### src/verilog/diff_clk_consts.svh
// Behaviour
// - Stop and power-down tristate bits of CPU and serial ref: byte 2
// - CPU bits both driven and enabled: CPU pair is never tristated
// - Power-down tristate only: CPU tristated just during power-down
// - Both CPU bits tristate: tristate on power-down, and on CPU stop unless free-running
// - CPU stop release in resume delay takes effect when delay ends
// - Config writes during resume delay apply when the delay ends
// - Serial ref bits both driven and enabled: pair never tristated
// - Both serial ref bits tristate: tristate on PCI stop or power-down
// - PCI stop release in resume delay resumes serial ref after delay
// - Output with enable bit cleared stays tristated regardless
// - Power-down seen low on two consecutive edges before stopping
`ifndef DIFF_CLK_CONSTS_SVH
`define DIFF_CLK_CONSTS_SVH
`define ADDR_BYTE1       8'h01
`define ADDR_BYTE2       8'h02
`define B2_CPU_STOP_TRI  0
`define B2_CPU_PD_TRI    1
`define B2_REF_STOP_TRI  6
`define B2_REF_PD_TRI    7
`define B1_CPU_OE_LO     0
`define B1_REF_OE        3
`define B1_CPU_FREE_LO   4
`define RST_BYTE1        8'h0f
`define RST_BYTE2        8'h00
`define RESUME_US        1800
`define CLK_MHZ          100
`define RESUME_CYC       (`RESUME_US * `CLK_MHZ)
`define PD_CONFIRM       2
`endif

### src/verilog/diff_clk_pkg.sv
package diff_clk_pkg;
	typedef enum logic [1:0] {
		st_run    = 2'b00,
		st_down   = 2'b01,
		st_resume = 2'b10
	} pd_state_t;
	typedef enum logic [1:0] {
		drv_run   = 2'b00,
		drv_stop  = 2'b01,
		drv_pd    = 2'b10,
		drv_float = 2'b11
	} drive_t;
endpackage

### src/verilog/diff_clock_stop_tristate_ctrl.sv
`timescale 1ns/1ps
`include "diff_clk_consts.svh"
// Drive/tristate selection of CPU and serial ref differential pairs
module diff_clock_stop_tristate_ctrl #(
	parameter int NCPU       = 3,
	parameter int RESUME_CYC = `RESUME_CYC
) (
	input  wire logic       clk,              // 100 MHz clock
	input  wire logic       reset,            // Sync reset, high
	input  wire logic       power_down_pin_n, // Power-down, low active
	input  wire logic       cpu_stop_n,       // CPU stop, low active
	input  wire logic       pci_stop_n,       // PCI stop, low active
	input  wire logic [7:0] addr,             // Register address
	input  wire logic [7:0] wdata,            // Write data
	input  wire logic       wr,               // Write strobe
	input  wire logic       rd,               // Read strobe
	output logic      [7:0] rdata,            // Read data, next cycle
	output diff_clk_pkg::drive_t cpu_drive [NCPU], // CPU pair modes
	output diff_clk_pkg::drive_t serial_ref_diff_clock_drive, // Ref mode
	output logic            resume_busy       // Resume delay active
);
	logic [7:0] byte1_r, byte2_r, byte1_eff_r, byte2_eff_r;
	logic [2:0] pins_s;
	logic       pd_lo_s, cpu_stop_s, pci_stop_s;
	logic [1:0] pd_cnt_r;
	logic [31:0] res_cnt_r;
	logic       cpu_stop_eff_r, pci_stop_eff_r;
	diff_clk_pkg::pd_state_t st_r, st_nxt;

	// Pins synchronised before any decision
	pin_sync #(.W(3)) u_sync (
		.clk   (clk),
		.reset (reset),
		.d     ({power_down_pin_n, cpu_stop_n, pci_stop_n}),
		.q     (pins_s)
	);
	assign pd_lo_s    = ~pins_s[2];
	assign cpu_stop_s = ~pins_s[1];
	assign pci_stop_s = ~pins_s[0];

	// Register decode
	wire sel1 = (addr == `ADDR_BYTE1);
	wire sel2 = (addr == `ADDR_BYTE2);
	wire [7:0] rd_mux = sel1 ? byte1_r : sel2 ? byte2_r : 8'h00;

	// Config storage, byte 2 holds tristate bits
	always_ff @(posedge clk) begin
		if (reset) begin
			byte1_r <= `RST_BYTE1;
			byte2_r <= `RST_BYTE2;
			rdata   <= 8'h00;
		end else begin
			if (wr && sel1) byte1_r <= wdata;
			if (wr && sel2) byte2_r <= wdata;
			rdata <= rd ? rd_mux : 8'h00;
		end
	end

	wire pd_seen   = (pd_cnt_r == 2'(`PD_CONFIRM));
	wire res_done  = (res_cnt_r == 32'(RESUME_CYC - 1));

	// Power-down sequencer
	always_comb begin
		st_nxt = st_r;
		case (st_r)
		diff_clk_pkg::st_run: begin
			if (pd_seen) st_nxt = diff_clk_pkg::st_down;
		end
		diff_clk_pkg::st_down: begin
			if (!pd_lo_s) st_nxt = diff_clk_pkg::st_resume;
		end
		diff_clk_pkg::st_resume: begin
			if (pd_lo_s) st_nxt = diff_clk_pkg::st_down;
			else if (res_done) st_nxt = diff_clk_pkg::st_run;
		end
		default:   st_nxt = diff_clk_pkg::st_run;
		endcase
	end

	// Low count, resume timer, state
	always_ff @(posedge clk) begin
		if (reset) begin
			st_r      <= diff_clk_pkg::st_run;
			pd_cnt_r  <= 2'd0;
			res_cnt_r <= 32'd0;
		end else begin
			st_r <= st_nxt;
			pd_cnt_r <= !pd_lo_s ? 2'd0 : pd_seen ? pd_cnt_r : pd_cnt_r + 2'd1;
			res_cnt_r <= (st_r == diff_clk_pkg::st_resume) ?
				res_cnt_r + 32'd1 : 32'd0;
		end
	end

	wire in_pd = (st_r != diff_clk_pkg::st_run);

	// Stops and config frozen in resume window, applied at its end
	always_ff @(posedge clk) begin
		if (reset) begin
			cpu_stop_eff_r <= 1'b0;
			pci_stop_eff_r <= 1'b0;
			byte1_eff_r    <= `RST_BYTE1;
			byte2_eff_r    <= `RST_BYTE2;
		end else if (!in_pd) begin
			cpu_stop_eff_r <= cpu_stop_s;
			pci_stop_eff_r <= pci_stop_s;
			byte1_eff_r    <= byte1_r;
			byte2_eff_r    <= byte2_r;
		end
	end

	wire c_st = byte2_eff_r[`B2_CPU_STOP_TRI];
	wire c_pd = byte2_eff_r[`B2_CPU_PD_TRI];
	wire s_st = byte2_eff_r[`B2_REF_STOP_TRI];
	wire s_pd = byte2_eff_r[`B2_REF_PD_TRI];

	// Per-CPU pair drive mode
	genvar g;
	generate
		for (g = 0; g < NCPU; g++) begin : g_cpu
			wire oe   = byte1_eff_r[`B1_CPU_OE_LO + g];
			wire free = byte1_eff_r[`B1_CPU_FREE_LO + g];
			diff_clk_pkg::drive_t m;
			always_comb begin
				if (!oe) m = diff_clk_pkg::drv_float;
				else if (in_pd)
					m = c_pd ? diff_clk_pkg::drv_float
					         : diff_clk_pkg::drv_pd;
				else if (cpu_stop_eff_r && !free)
					m = c_st ? diff_clk_pkg::drv_float
					         : diff_clk_pkg::drv_stop;
				else m = diff_clk_pkg::drv_run;
			end
			always_ff @(posedge clk) begin
				if (reset) cpu_drive[g] <= diff_clk_pkg::drv_run;
				else cpu_drive[g] <= m;
			end
		end
	endgenerate

	// Serial ref pair drive mode
	diff_clk_pkg::drive_t sm;
	always_comb begin
		if (!byte1_eff_r[`B1_REF_OE])
			sm = diff_clk_pkg::drv_float;
		else if (in_pd)
			sm = s_pd ? diff_clk_pkg::drv_float
			          : diff_clk_pkg::drv_pd;
		else if (pci_stop_eff_r)
			sm = s_st ? diff_clk_pkg::drv_float
			          : diff_clk_pkg::drv_stop;
		else sm = diff_clk_pkg::drv_run;
	end

	always_ff @(posedge clk) begin
		if (reset) begin
			serial_ref_diff_clock_drive <= diff_clk_pkg::drv_run;
			resume_busy <= 1'b0;
		end else begin
			serial_ref_diff_clock_drive <= sm;
			resume_busy <= (st_nxt == diff_clk_pkg::st_resume);
		end
	end
endmodule // diff_clock_stop_tristate_ctrl

### src/verilog/pin_sync.sv
`timescale 1ns/1ps
// Two-stage synchroniser per bit
module pin_sync #(
	parameter int W = 1
) (
	input  wire logic         clk,   // System clock
	input  wire logic         reset, // Sync reset
	input  wire logic [W-1:0] d,     // Async input
	output logic      [W-1:0] q      // Synchronised output
);
	logic [W-1:0] meta_r;

	// First stage read only by second
	always_ff @(posedge clk) begin
		if (reset) begin
			meta_r <= {W{1'b1}};
			q      <= {W{1'b1}};
		end else begin
			meta_r <= d;
			q      <= meta_r;
		end
	end
endmodule // pin_sync
### config.mk
export PLATFORM = sky130hd
export DESIGN_NAME = diff_clock_stop_tristate_ctrl
export DESIGN_NICKNAME = d
export VERILOG_FILES = /design/src/verilog/diff_clk_pkg.sv /design/src/verilog/diff_clock_stop_tristate_ctrl.sv /design/src/verilog/pin_sync.sv
export VERILOG_INCLUDE_DIRS = /design/src /design/src/verilog
export SDC_FILE = /design/constraint.sdc
export NUM_CORES = 1
export LEC_CHECK = 0
export ABC_AREA = 1
export BUFFER_PORTS_ARGS = -buffer_cell sky130_fd_sc_hd__buf_2
export CORE_ASPECT_RATIO = 2
export CORE_MARGIN = 3
export CORE_UTILIZATION = 44
export CTS_CLUSTER_DIAMETER = 80
export DETAILED_ROUTE_END_ITERATION = 16
export GPL_TIMING_DRIVEN = 1
export PLACE_DENSITY = 0.6
export SETUP_SLACK_MARGIN = 0.15
export SYNTH_ARGS = -nofsm -noshare
export SYNTH_HDL_FRONTEND = slang
export SYNTH_HIERARCHICAL = 1
export SYNTH_SLANG_ARGS = --single-unit
export TNS_END_PERCENT = 50
### constraint.sdc
create_clock -name clk -period 2 [get_ports clk]
set_clock_uncertainty 0.15 [all_clocks]
set_input_delay 0.4 -clock clk [delete_from_list [all_inputs] [get_ports clk]]
set_output_delay 0.4 -clock clk [all_outputs]
set_load 0.03 [all_outputs]
=== Word-level counts from Yosys, hierarchy flattened ===
Cells that the tools add are included.

* Register bits: 92
* Input port bits: 23
* Output and inout port bits: 17
* Logic and storage cells: 66

* Add/subtract/negate cells: 2
* Eq/ne operators: 7
* Multiplexer cells: 23
* Bitwise operators: 4
* Reduce and logical (&&, ||, !) cells: 13

{| class="wikitable"
|+ Operators with widths
! cell !! count
|-
| two-way mux 2 bit || 18
|-
| adder 32 x 1 -> 32 bit (second input constant) || 1
|-
| equality test 32 x 18 -> 1 bit (second input constant) || 1
|-
| two-way mux 8 bit || 2
|-
| equality test 8 x 1 -> 1 bit (second input constant) || 1
|-
| equality test 8 x 2 -> 1 bit (second input constant) || 1
|-
| equality test 2 bit (second input constant) || 3
|-
| case mux 2 bit (3 select lines) || 1
|-
| OR reduction 2 bit || 3
|-
| logical AND 1 bit || 5
|-
| NOT 1 bit || 4
|-
| zero test 1 bit || 3
|-
| adder 2 x 1 -> 2 bit (second input constant) || 1
|-
| equality test 2 x 1 -> 1 bit (second input constant) || 1
|-
| zero test 2 bit || 1
|-
| two-way mux 1 bit || 2
|-
| nonzero test 2 bit || 1
|}

=== Logic depth before layout (Yosys ltp) ===
Gate-level depths: netlist of the first run.

* Depth after elaboration: 5
* Gate-level depth with buffers: 9
* Depth with buffers taken out: 9

=== By module ===
Netlist of the first run, hierarchy kept.

{| class="wikitable"
|+ Modules (own cells, without submodules)
! module !! instances !! cells an instance !! area each (um^2) !! sequential area each (um^2)
|-
| diff_clock_stop_tristate_ctrl || 1 || 537 || 3726.1 || 1641.6
|-
| pin_sync || 1 || 19 || 168.9 || 120.1
|}

=== Least setup slack after synthesis of the first run ===
Ideal clock, no wire load.

* Kind: reg-to-reg
* Start: register res_cnt_r[0]
* End: register res_cnt_r[14]
* Library setup time: 115 ps
* Arrival time: 1149 ps
* Data required time: 1735 ps
* Setup slack: 587 ps
* Stages on the path, launching flop included: 8
* Path buffers: 0
* Clock period less this slack: 1413 ps
* Cells stage by stage: dfxtp_1 ha_1 nand2_1 nor2_4 nand2_1 nor2_4 xnor2_1 nor2_1

* Cells in the longest elaborated chain, start to end: 1

{| class="wikitable"
|+ Ends and longest elaborated chain
! element !! line !! RTL
|-
| start: declaration || diff_clock_stop_tristate_ctrl.sv:26 || <nowiki>logic [31:0] res_cnt_r;</nowiki>
|-
| start signal: assignment || diff_clock_stop_tristate_ctrl.sv:89 || <nowiki>res_cnt_r <= (st_r == diff_clk_pkg::st_resume) ?</nowiki>
|-
| adder 32 x 1 -> 32 bit || diff_clock_stop_tristate_ctrl.sv:90 || <nowiki>res_cnt_r + 32'd1 : 32'd0;</nowiki>
|}

Every way passes these cells.
A chain may end at the register's enable or synchronous reset.

=== Final worst setup path of the first run ===
Same ends and word-level chain as after synthesis.

==> results by group, run 1 <==
Run status
  – Run status: completed

Placed design
  – Final weighted congestion in routability-driven placement: 0.895
  – Placed standard-cell area: 0.00423 mm^2
  – HPWL reported at the end of detailed placement: 7.63 mm
  – Total of buffers placed on input and output ports: 39

STA
  – Number of setup violations in the final report: 0
  – Part of the cycle the worst path needs: 83.6%
  – Hold Worst Slack: just over 0.08 ns
  – Unrepaired setup endpoints after global routing: no
  – Number of slew-limit violations in the final report: 0
  – Remaining max-slew budget at the tightest pin: 55.0%
  – Achievable clock frequency: approximately 600 MHz
  – Worst-margin pin slew: 0.674 ns
  – Total count of hold-check failures in the final report: 0
  – Final critical path time including I/O delays and setup: ~1.7 ns
  – Setup TNS: 0 ns

Finish
  – Layout cell share with drive strength beyond 1: 15.2%
  – Area overhead of the layout relative to synthesis: 17.1%
  – Layout Cell Area excl Fill: 0.00456 mm^2
  – Number of antenna cells inserted: 0
  – Total number of nets in the final design: 631

Clocking
  – Maximum number of buffers from clock root to sink: 2
  – Clock sink count: 88
  – Library cell used as clock root buffer: clkbuf_16
  – Count of instances resized after the clock tree is built: 0
  – Clk_lat worst skew: roughly 0.34 ns
  – Number of levels the H-tree was split into: 3
  – Number of buffers added to fix hold violations after cts: 0
  – Total CTS buffers: 9
  – Clk slew on worst S/H paths: 0.07 ns
  – TritonCTS clock tree: done
  – Buffer count from post-CTS setup fixing: 0

Die
  – Initial core utilization: 45.0%
  – Core Area: 0.00865 mm^2
  – Number of rows created at floorplan: 48
  – Die W: around 73 um
  – DIE AREA: 0.0101 mm^2
  – Number of placed I/O pins: 40
  – Floorplan die height: 139 um

Synth
  – Avg Synthesized Cell Area: 7.01 um^2
  – Net count after synthesis: 581
  – Distinct cells, synth: 33
  – #FFs+latches synth: 88
  – Compound-gate portion of the synthesized area: 9.67%
  – Xor-xnor portion of the synthesized cell area: 0.675%
  – Adder-cell area share of the yosys netlist: 0.642%
  – Simple-gate share of the synthesized area: 35.7%
  – Syn Inst Count: ~560
  – Ys Warns: 6
  – Main combinational cell family by area after synthesis: simple AND/OR/NAND/NOR gates
  – Mux cell area share after synthesis: 0%
  – Cell area after synthesis: 0.00389 mm^2
  – Share of synthesized area occupied by flip-flops and latches: 45.2%

Route
  – WL/cell: 13.5 um
  – Via count of the routed design: between 3000 and 4000
  – Vias per cell: 4.97
  – Initial drt markers: 95
  – Total iterations of the first detailed-routing run: 4
  – Final WL: 9.59 mm
  – Detail Route Antenna Nets: 0
  – Number of remaining DRC errors: 0

Critical path
  – Critical path, cell by cell: ha_1 -> nand2_1 -> nor2_4 -> nand2_1 -> nor2_4 -> xnor2_1 -> nor2_1
  – Delay-heaviest family, CP: simple AND/OR/NAND/NOR gates
  – Largest fanout on the critical path: 4
  – Data arrival time of the critical path: 1.73 ns
  – Combined buffer and inverter count along the critical path: 0
  – Endpoint kind of the worst setup timing path: flip-flop
  – Critical path startpoint category: flip-flop
  – Required time of the critical path: 2.05 ns
  – Worst Path Class, Setup: reg -> reg
  – Slowest cell on crit path: dfxtp_1
  – Worst path max stage delay: 0.36 ns

Global route
  – Pin count of the biggest net entering global routing: 28
  – Global-route usage over all layers: 20.1%
  – Global-route wire length before repair: 15.6 mm
  – Global route total overflow: 0
  – Initial antenna violation count: 0
  – Vias in the first global route: around 3500

Power and ir drop
  – Leakage power of the design: 1.80 nW
  – Peak supply drop: 0.515 mV
  – Total power of the final layout: 3.68 mW
  – Total power divided by cell area: around 810 mW/mm^2

Hold path
  – Worst hold path class: in -> reg

Run
  – Max-cap viol count: 0
## flip-flops by register name (all words and copies together) (netlist names), 3 cells and up
signal	flops
u_sync/q	3
u_sync/meta_r	3
byte2_r	8
res_cnt_r	32
rdata	8
byte2_eff_r	4
cpu_drive	6
byte1_r	8
byte1_eff_r	7
## cells in the mapped netlist (all sizes together)
| master | n | area, um^2 |
|---|---|---|
| o22ai | 1 | 6.26 |
| dfxtp | 88 | 1760 |
| nand3b | 3 | 22.5 |
| nor2 | 115 | 524 |
| a21oi | 39 | 195 |
| xor2 | 1 | 8.76 |
| o21a | 3 | 22.5 |
| a2111oi | 1 | 8.76 |
| buf | 10 | 60.1 |
| or2 | 2 | 12.5 |
| nor3 | 7 | 51.3 |
| nand4 | 5 | 31.3 |
| inv | 66 | 248 |
| xnor2 | 2 | 17.5 |
| a31oi | 3 | 18.8 |
| clkinv | 1 | 3.75 |
| nand2 | 152 | 598 |
| nand3 | 29 | 150 |
| o21ai | 25 | 125 |
| ha | 2 | 25.0 |
| clkbuf | 1 | 3.75 |
## layout by cell type, fill, tap and decap left out, types with 2 or more instances in the layout
master,n
a21oi_1,39
a31oi_1,3
buf_2,39
buf_4,11
bufinv_16,2
clkbuf_16,9
clkinv_4,2
dfxtp_1,88
ha_1,2
inv_1,65
inv_6,2
nand2_1,145
nand2_2,5
nand2_4,2
nand3_1,28
nand3b_1,3
nand4_1,5
nor2_1,100
nor2_2,4
nor2_4,11
nor3_1,5
o21a_1,3
o21ai_0,25
xnor2_1,2
## per-layer routing
metal / global-route usage, % / up-vias / wire length (um)
met4: 12.2 / 0 / 464
met5: 0 / - / 0
met3: 3.99 / 27 / 263
met2: 39.5 / 68 / 5550
met1: 17.2 / 1596 / 3310
li1: - / 1845 / -
## through the flow
| stage | setup slack, ns | instances | utilization (%) |
|---|---|---|---|
| after floorplan | 0.587 | 556 | - |
| after global placement | 0.357 | 695 | 49.0 |
| after detailed placement | 0.302 | 695 | 49.0 |
| after CTS | 0.319 | 711 | 52.7 |
| after global routing | 0.164 | 711 | 52.7 |
| final | 0.327 | 711 | 52.7 |
## layout make-up
| cell class | count | area [um^2] |
|---|---|---|
| tap | 100 | 125 |
| fill | 906 | 4090 |
| clock buffer | 9 | 225 |
| inverter | 67 | 251 |
| timing repair buffer | 50 | 278 |
| multi-input combinational | 390 | 1820 |
| clock inverter | 7 | 103 |
| sequential | 88 | 1760 |
## worst reg2reg max path: stages, from the launching register on
cell     delay [ns]
dfxtp_1        0.36
ha_1           0.17
nand2_1        0.11
nor2_4         0.18
nand2_1        0.18
nor2_4         0.20
xnor2_1        0.13
nor2_1         0.06
## final timing paths
kind	slack (ns)	cells after the start	end	start
worst max-delay path	0.33	7	res_cnt_r[14]$_SDFF_PP0_	res_cnt_r[0]$_SDFF_PP0_
worst min-delay path	0.08	3	u_sync/meta_r[2]$_SDFF_PP1_	power_down_pin_n
worst max register to register	0.33	7	res_cnt_r[14]$_SDFF_PP0_	res_cnt_r[0]$_SDFF_PP0_
worst min register to register	0.26	2	u_sync/q[1]$_SDFF_PP1_	u_sync/meta_r[1]$_SDFF_PP1_
## report_power, final
part | switching, mW | total, mW | internal [mW]
Clock | 0.719 | 1.83 | 1.11
Combinational | 0.0537 | 0.0886 | 0.0348
Sequential | 0.00516 | 1.77 | 1.76
Total | 0.778 | 3.68 | 2.91
## kinds of logic (layout without fill, tap and decap cells)
kind of cell | Yosys count | after routing
compound gates | 72 | 72
xor+xnor | 3 | 3
fa+ha+maj | 2 | 2
buf+inv | 78 | 133
flops | 88 | 88
simple gates | 313 | 313
Note: power is estimated with default switching activity, not from simulation.
==> run 2, diff against run 1 <==
Settings changed: PLACE_DENSITY 0.6 to 0.63.
Clock period 2 ns to 1.4 ns, I/O delays scaled along.
==> run 2 against run 1 <==
  * The flow now finishes with violations (setup timing)
  * Flip-flop and latch count unchanged
  * Global-route usage increased by 1.8 points
  * Count of clock-buffer cells in the layout is the same
  * Critical path depth stayed put
  * Clock power rose by 26%
==> results by group, run 2 (synthesized netlist as in run 1, its figures left out) <==
Run status
  – Run status: finished, violations left
  – Violations in the final reports: setup timing

Critical path
  – Endpoint kind of the worst setup timing path: flip-flop
  – Critical path startpoint category: flip-flop
  – Largest fanout on the critical path: 6
  – Required time of the critical path: 1.48 ns
  – Data arrival time of the critical path: 1.56 ns
  – Worst Path Class, Setup: reg -> reg

Route
  – Via count of the routed design: about 3800
  – Initial drt markers: approximately 150
  – Detail Route Antenna Nets: 0
  – Number of remaining DRC errors: 0
  – Total iterations of the first detailed-routing run: 5
  – WL/cell: 14.2 um
  – Final WL: 10.7 mm
  – Vias per cell: 5.12

STA
  – Achievable clock frequency: slightly below 700 MHz
  – Worst path setup slack after routing: -0.0780 ns
  – Setup TNS: -0.452 ns
  – Worst-margin pin slew: 0.426 ns
  – Number of slew-limit violations in the final report: 0
  – Total count of hold-check failures in the final report: 0
  – Part of the cycle the worst path needs: 106%
  – Remaining max-slew budget at the tightest pin: 71.4%
  – Number of setup violations in the final report: 13
  – Hold Worst Slack: about 0.022 ns
  – Unrepaired setup endpoints after global routing: yes
  – Final critical path time including I/O delays and setup: between 1 and 1.5 ns

Finish
  – Core Util, Final: 62.5%
  – Commonest cells after routing, fill and taps aside: nand2_1 (130), nor2_1 (71), inv_1 (56)
  – Number of fill cells in the layout: 779
  – Largest reg by FF count: res_cnt_r
  – Total number of nets in the final design: between 600 and 700
  – Number of antenna cells inserted: 0
  – Sequential cell area: about 0.0018 mm^2
  – Layout Cell Area excl Fill: 0.00541 mm^2
  – Non-filler instance count after layout: 751
  – Most frequent standard cell in the layout excluding fill and tap cells: nand2_1
  – Max reg flops: 32
  – Multi-input logic area: 0.00215 mm^2
  – Layout cell share with drive strength beyond 1: around two fifths
  – Area overhead of the layout relative to synthesis: 38.9%

Die
  – Core Area: 0.00865 mm^2
  – Die W: around 73 um
  – Initial core utilization: 45.0%
  – Number of rows created at floorplan: 48
  – Floorplan die height: 139 um
  – Number of placed I/O pins: 40
  – DIE AREA: 0.0101 mm^2

Clocking
  – Library cell used as clock root buffer: clkbuf_16
  – Clock sink count: 88
  – Number of levels the H-tree was split into: 3
  – Clk_lat worst skew: around 0.34 ns
  – Clk slew on worst S/H paths: 0.07 ns
  – Total CTS buffers: 9
  – Maximum number of buffers from clock root to sink: 2
  – TritonCTS clock tree: done

Global route
  – Initial antenna violation count: 0
  – Vias in the first global route: 3857
  – Pin count of the biggest net entering global routing: 18
  – Global route total overflow: 0
  – Global-route wire length before repair: 17.1 mm
  – Global-route usage over all layers: a little over a fifth

Power and ir drop
  – Peak supply drop: between 0.8 and 0.9 mV
  – Leakage power of the design: 2.10 nW
  – Total power of the final layout: 4.98 mW
  – Total power divided by cell area: 921 mW/mm^2

Placed design
  – Final weighted congestion in routability-driven placement: 0.936
  – Placed standard-cell area: 0.00442 mm^2
  – HPWL reported at the end of detailed placement: roughly 7.8 mm
  – Pre-CTS setup slack: -0.110 ns
  – Total of buffers placed on input and output ports: 39
  – Count of placed standard cells including taps: 717

Run
  – Max-cap viol count: 0

Hold path
  – Worst hold path class: in -> reg
-- run 2: cell types whose count changed in the layout (fill, tap and decap cells not counted), sizes merged --
cell,change
clkinv,-1
inv,+1
clkinvlp,+2
buf,+37
bufinv,-2
dlygate4sd3,+3
-- run 2: repair_timing --
item                                    CTS  global route
pin swaps                                16            30
endpoints found under the setup margin   56            61
resized for setup                       106            90
hold buffers                              3             0
setup buffers                            11             4
hold endpoints to repair                  3             0
-- run 2: cell type report --
type                       instances  area share, %
clock inverter                     7           1.13
tap                              100           2.31
sequential                        88           33.5
multi-input combinational        390           39.7
inverter                          67           4.77
timing repair buffer              90           14.4
clock buffer                       9           4.16
-- run 2: routing by layer --
layer  wire length (um)  global-route usage, %
met3                330                   4.43
met4                726                   16.1
met5                  0                      0
met2               6180                   41.3
met1               3420                   19.0
-- run 2: final timing paths --
kind	startpoint	to	slack (ns)	cells after the start
max	res_cnt_r[0]$_SDFF_PP0_	res_cnt_r[10]$_SDFF_PP0_	-0.08	7
min	wdata[3]	byte1_r[3]$_SDFFE_PP1P_	0.02	3
max reg2reg	res_cnt_r[0]$_SDFF_PP0_	res_cnt_r[10]$_SDFF_PP0_	-0.08	7
min reg2reg	u_sync/q[1]$_SDFF_PP1_	cpu_stop_eff_r$_SDFFE_PP0P_	0.25	1
-- run 2: worst max-delay path: stages, from the launching register on --
cell     delay, ns
dfxtp_4       0.36
ha_4          0.14
nand2_4       0.05
nor2_4        0.14
nand2_4       0.12
nor2_4        0.20
a21oi_2       0.09
o21a_1        0.12
-- run 2: where the power goes --
group | switching [mW] | total, mW | internal, mW
Clock | 1.07 | 2.30 | 1.24
Combinational | 0.0878 | 0.160 | 0.0718
Sequential | 0.00856 | 2.52 | 2.51
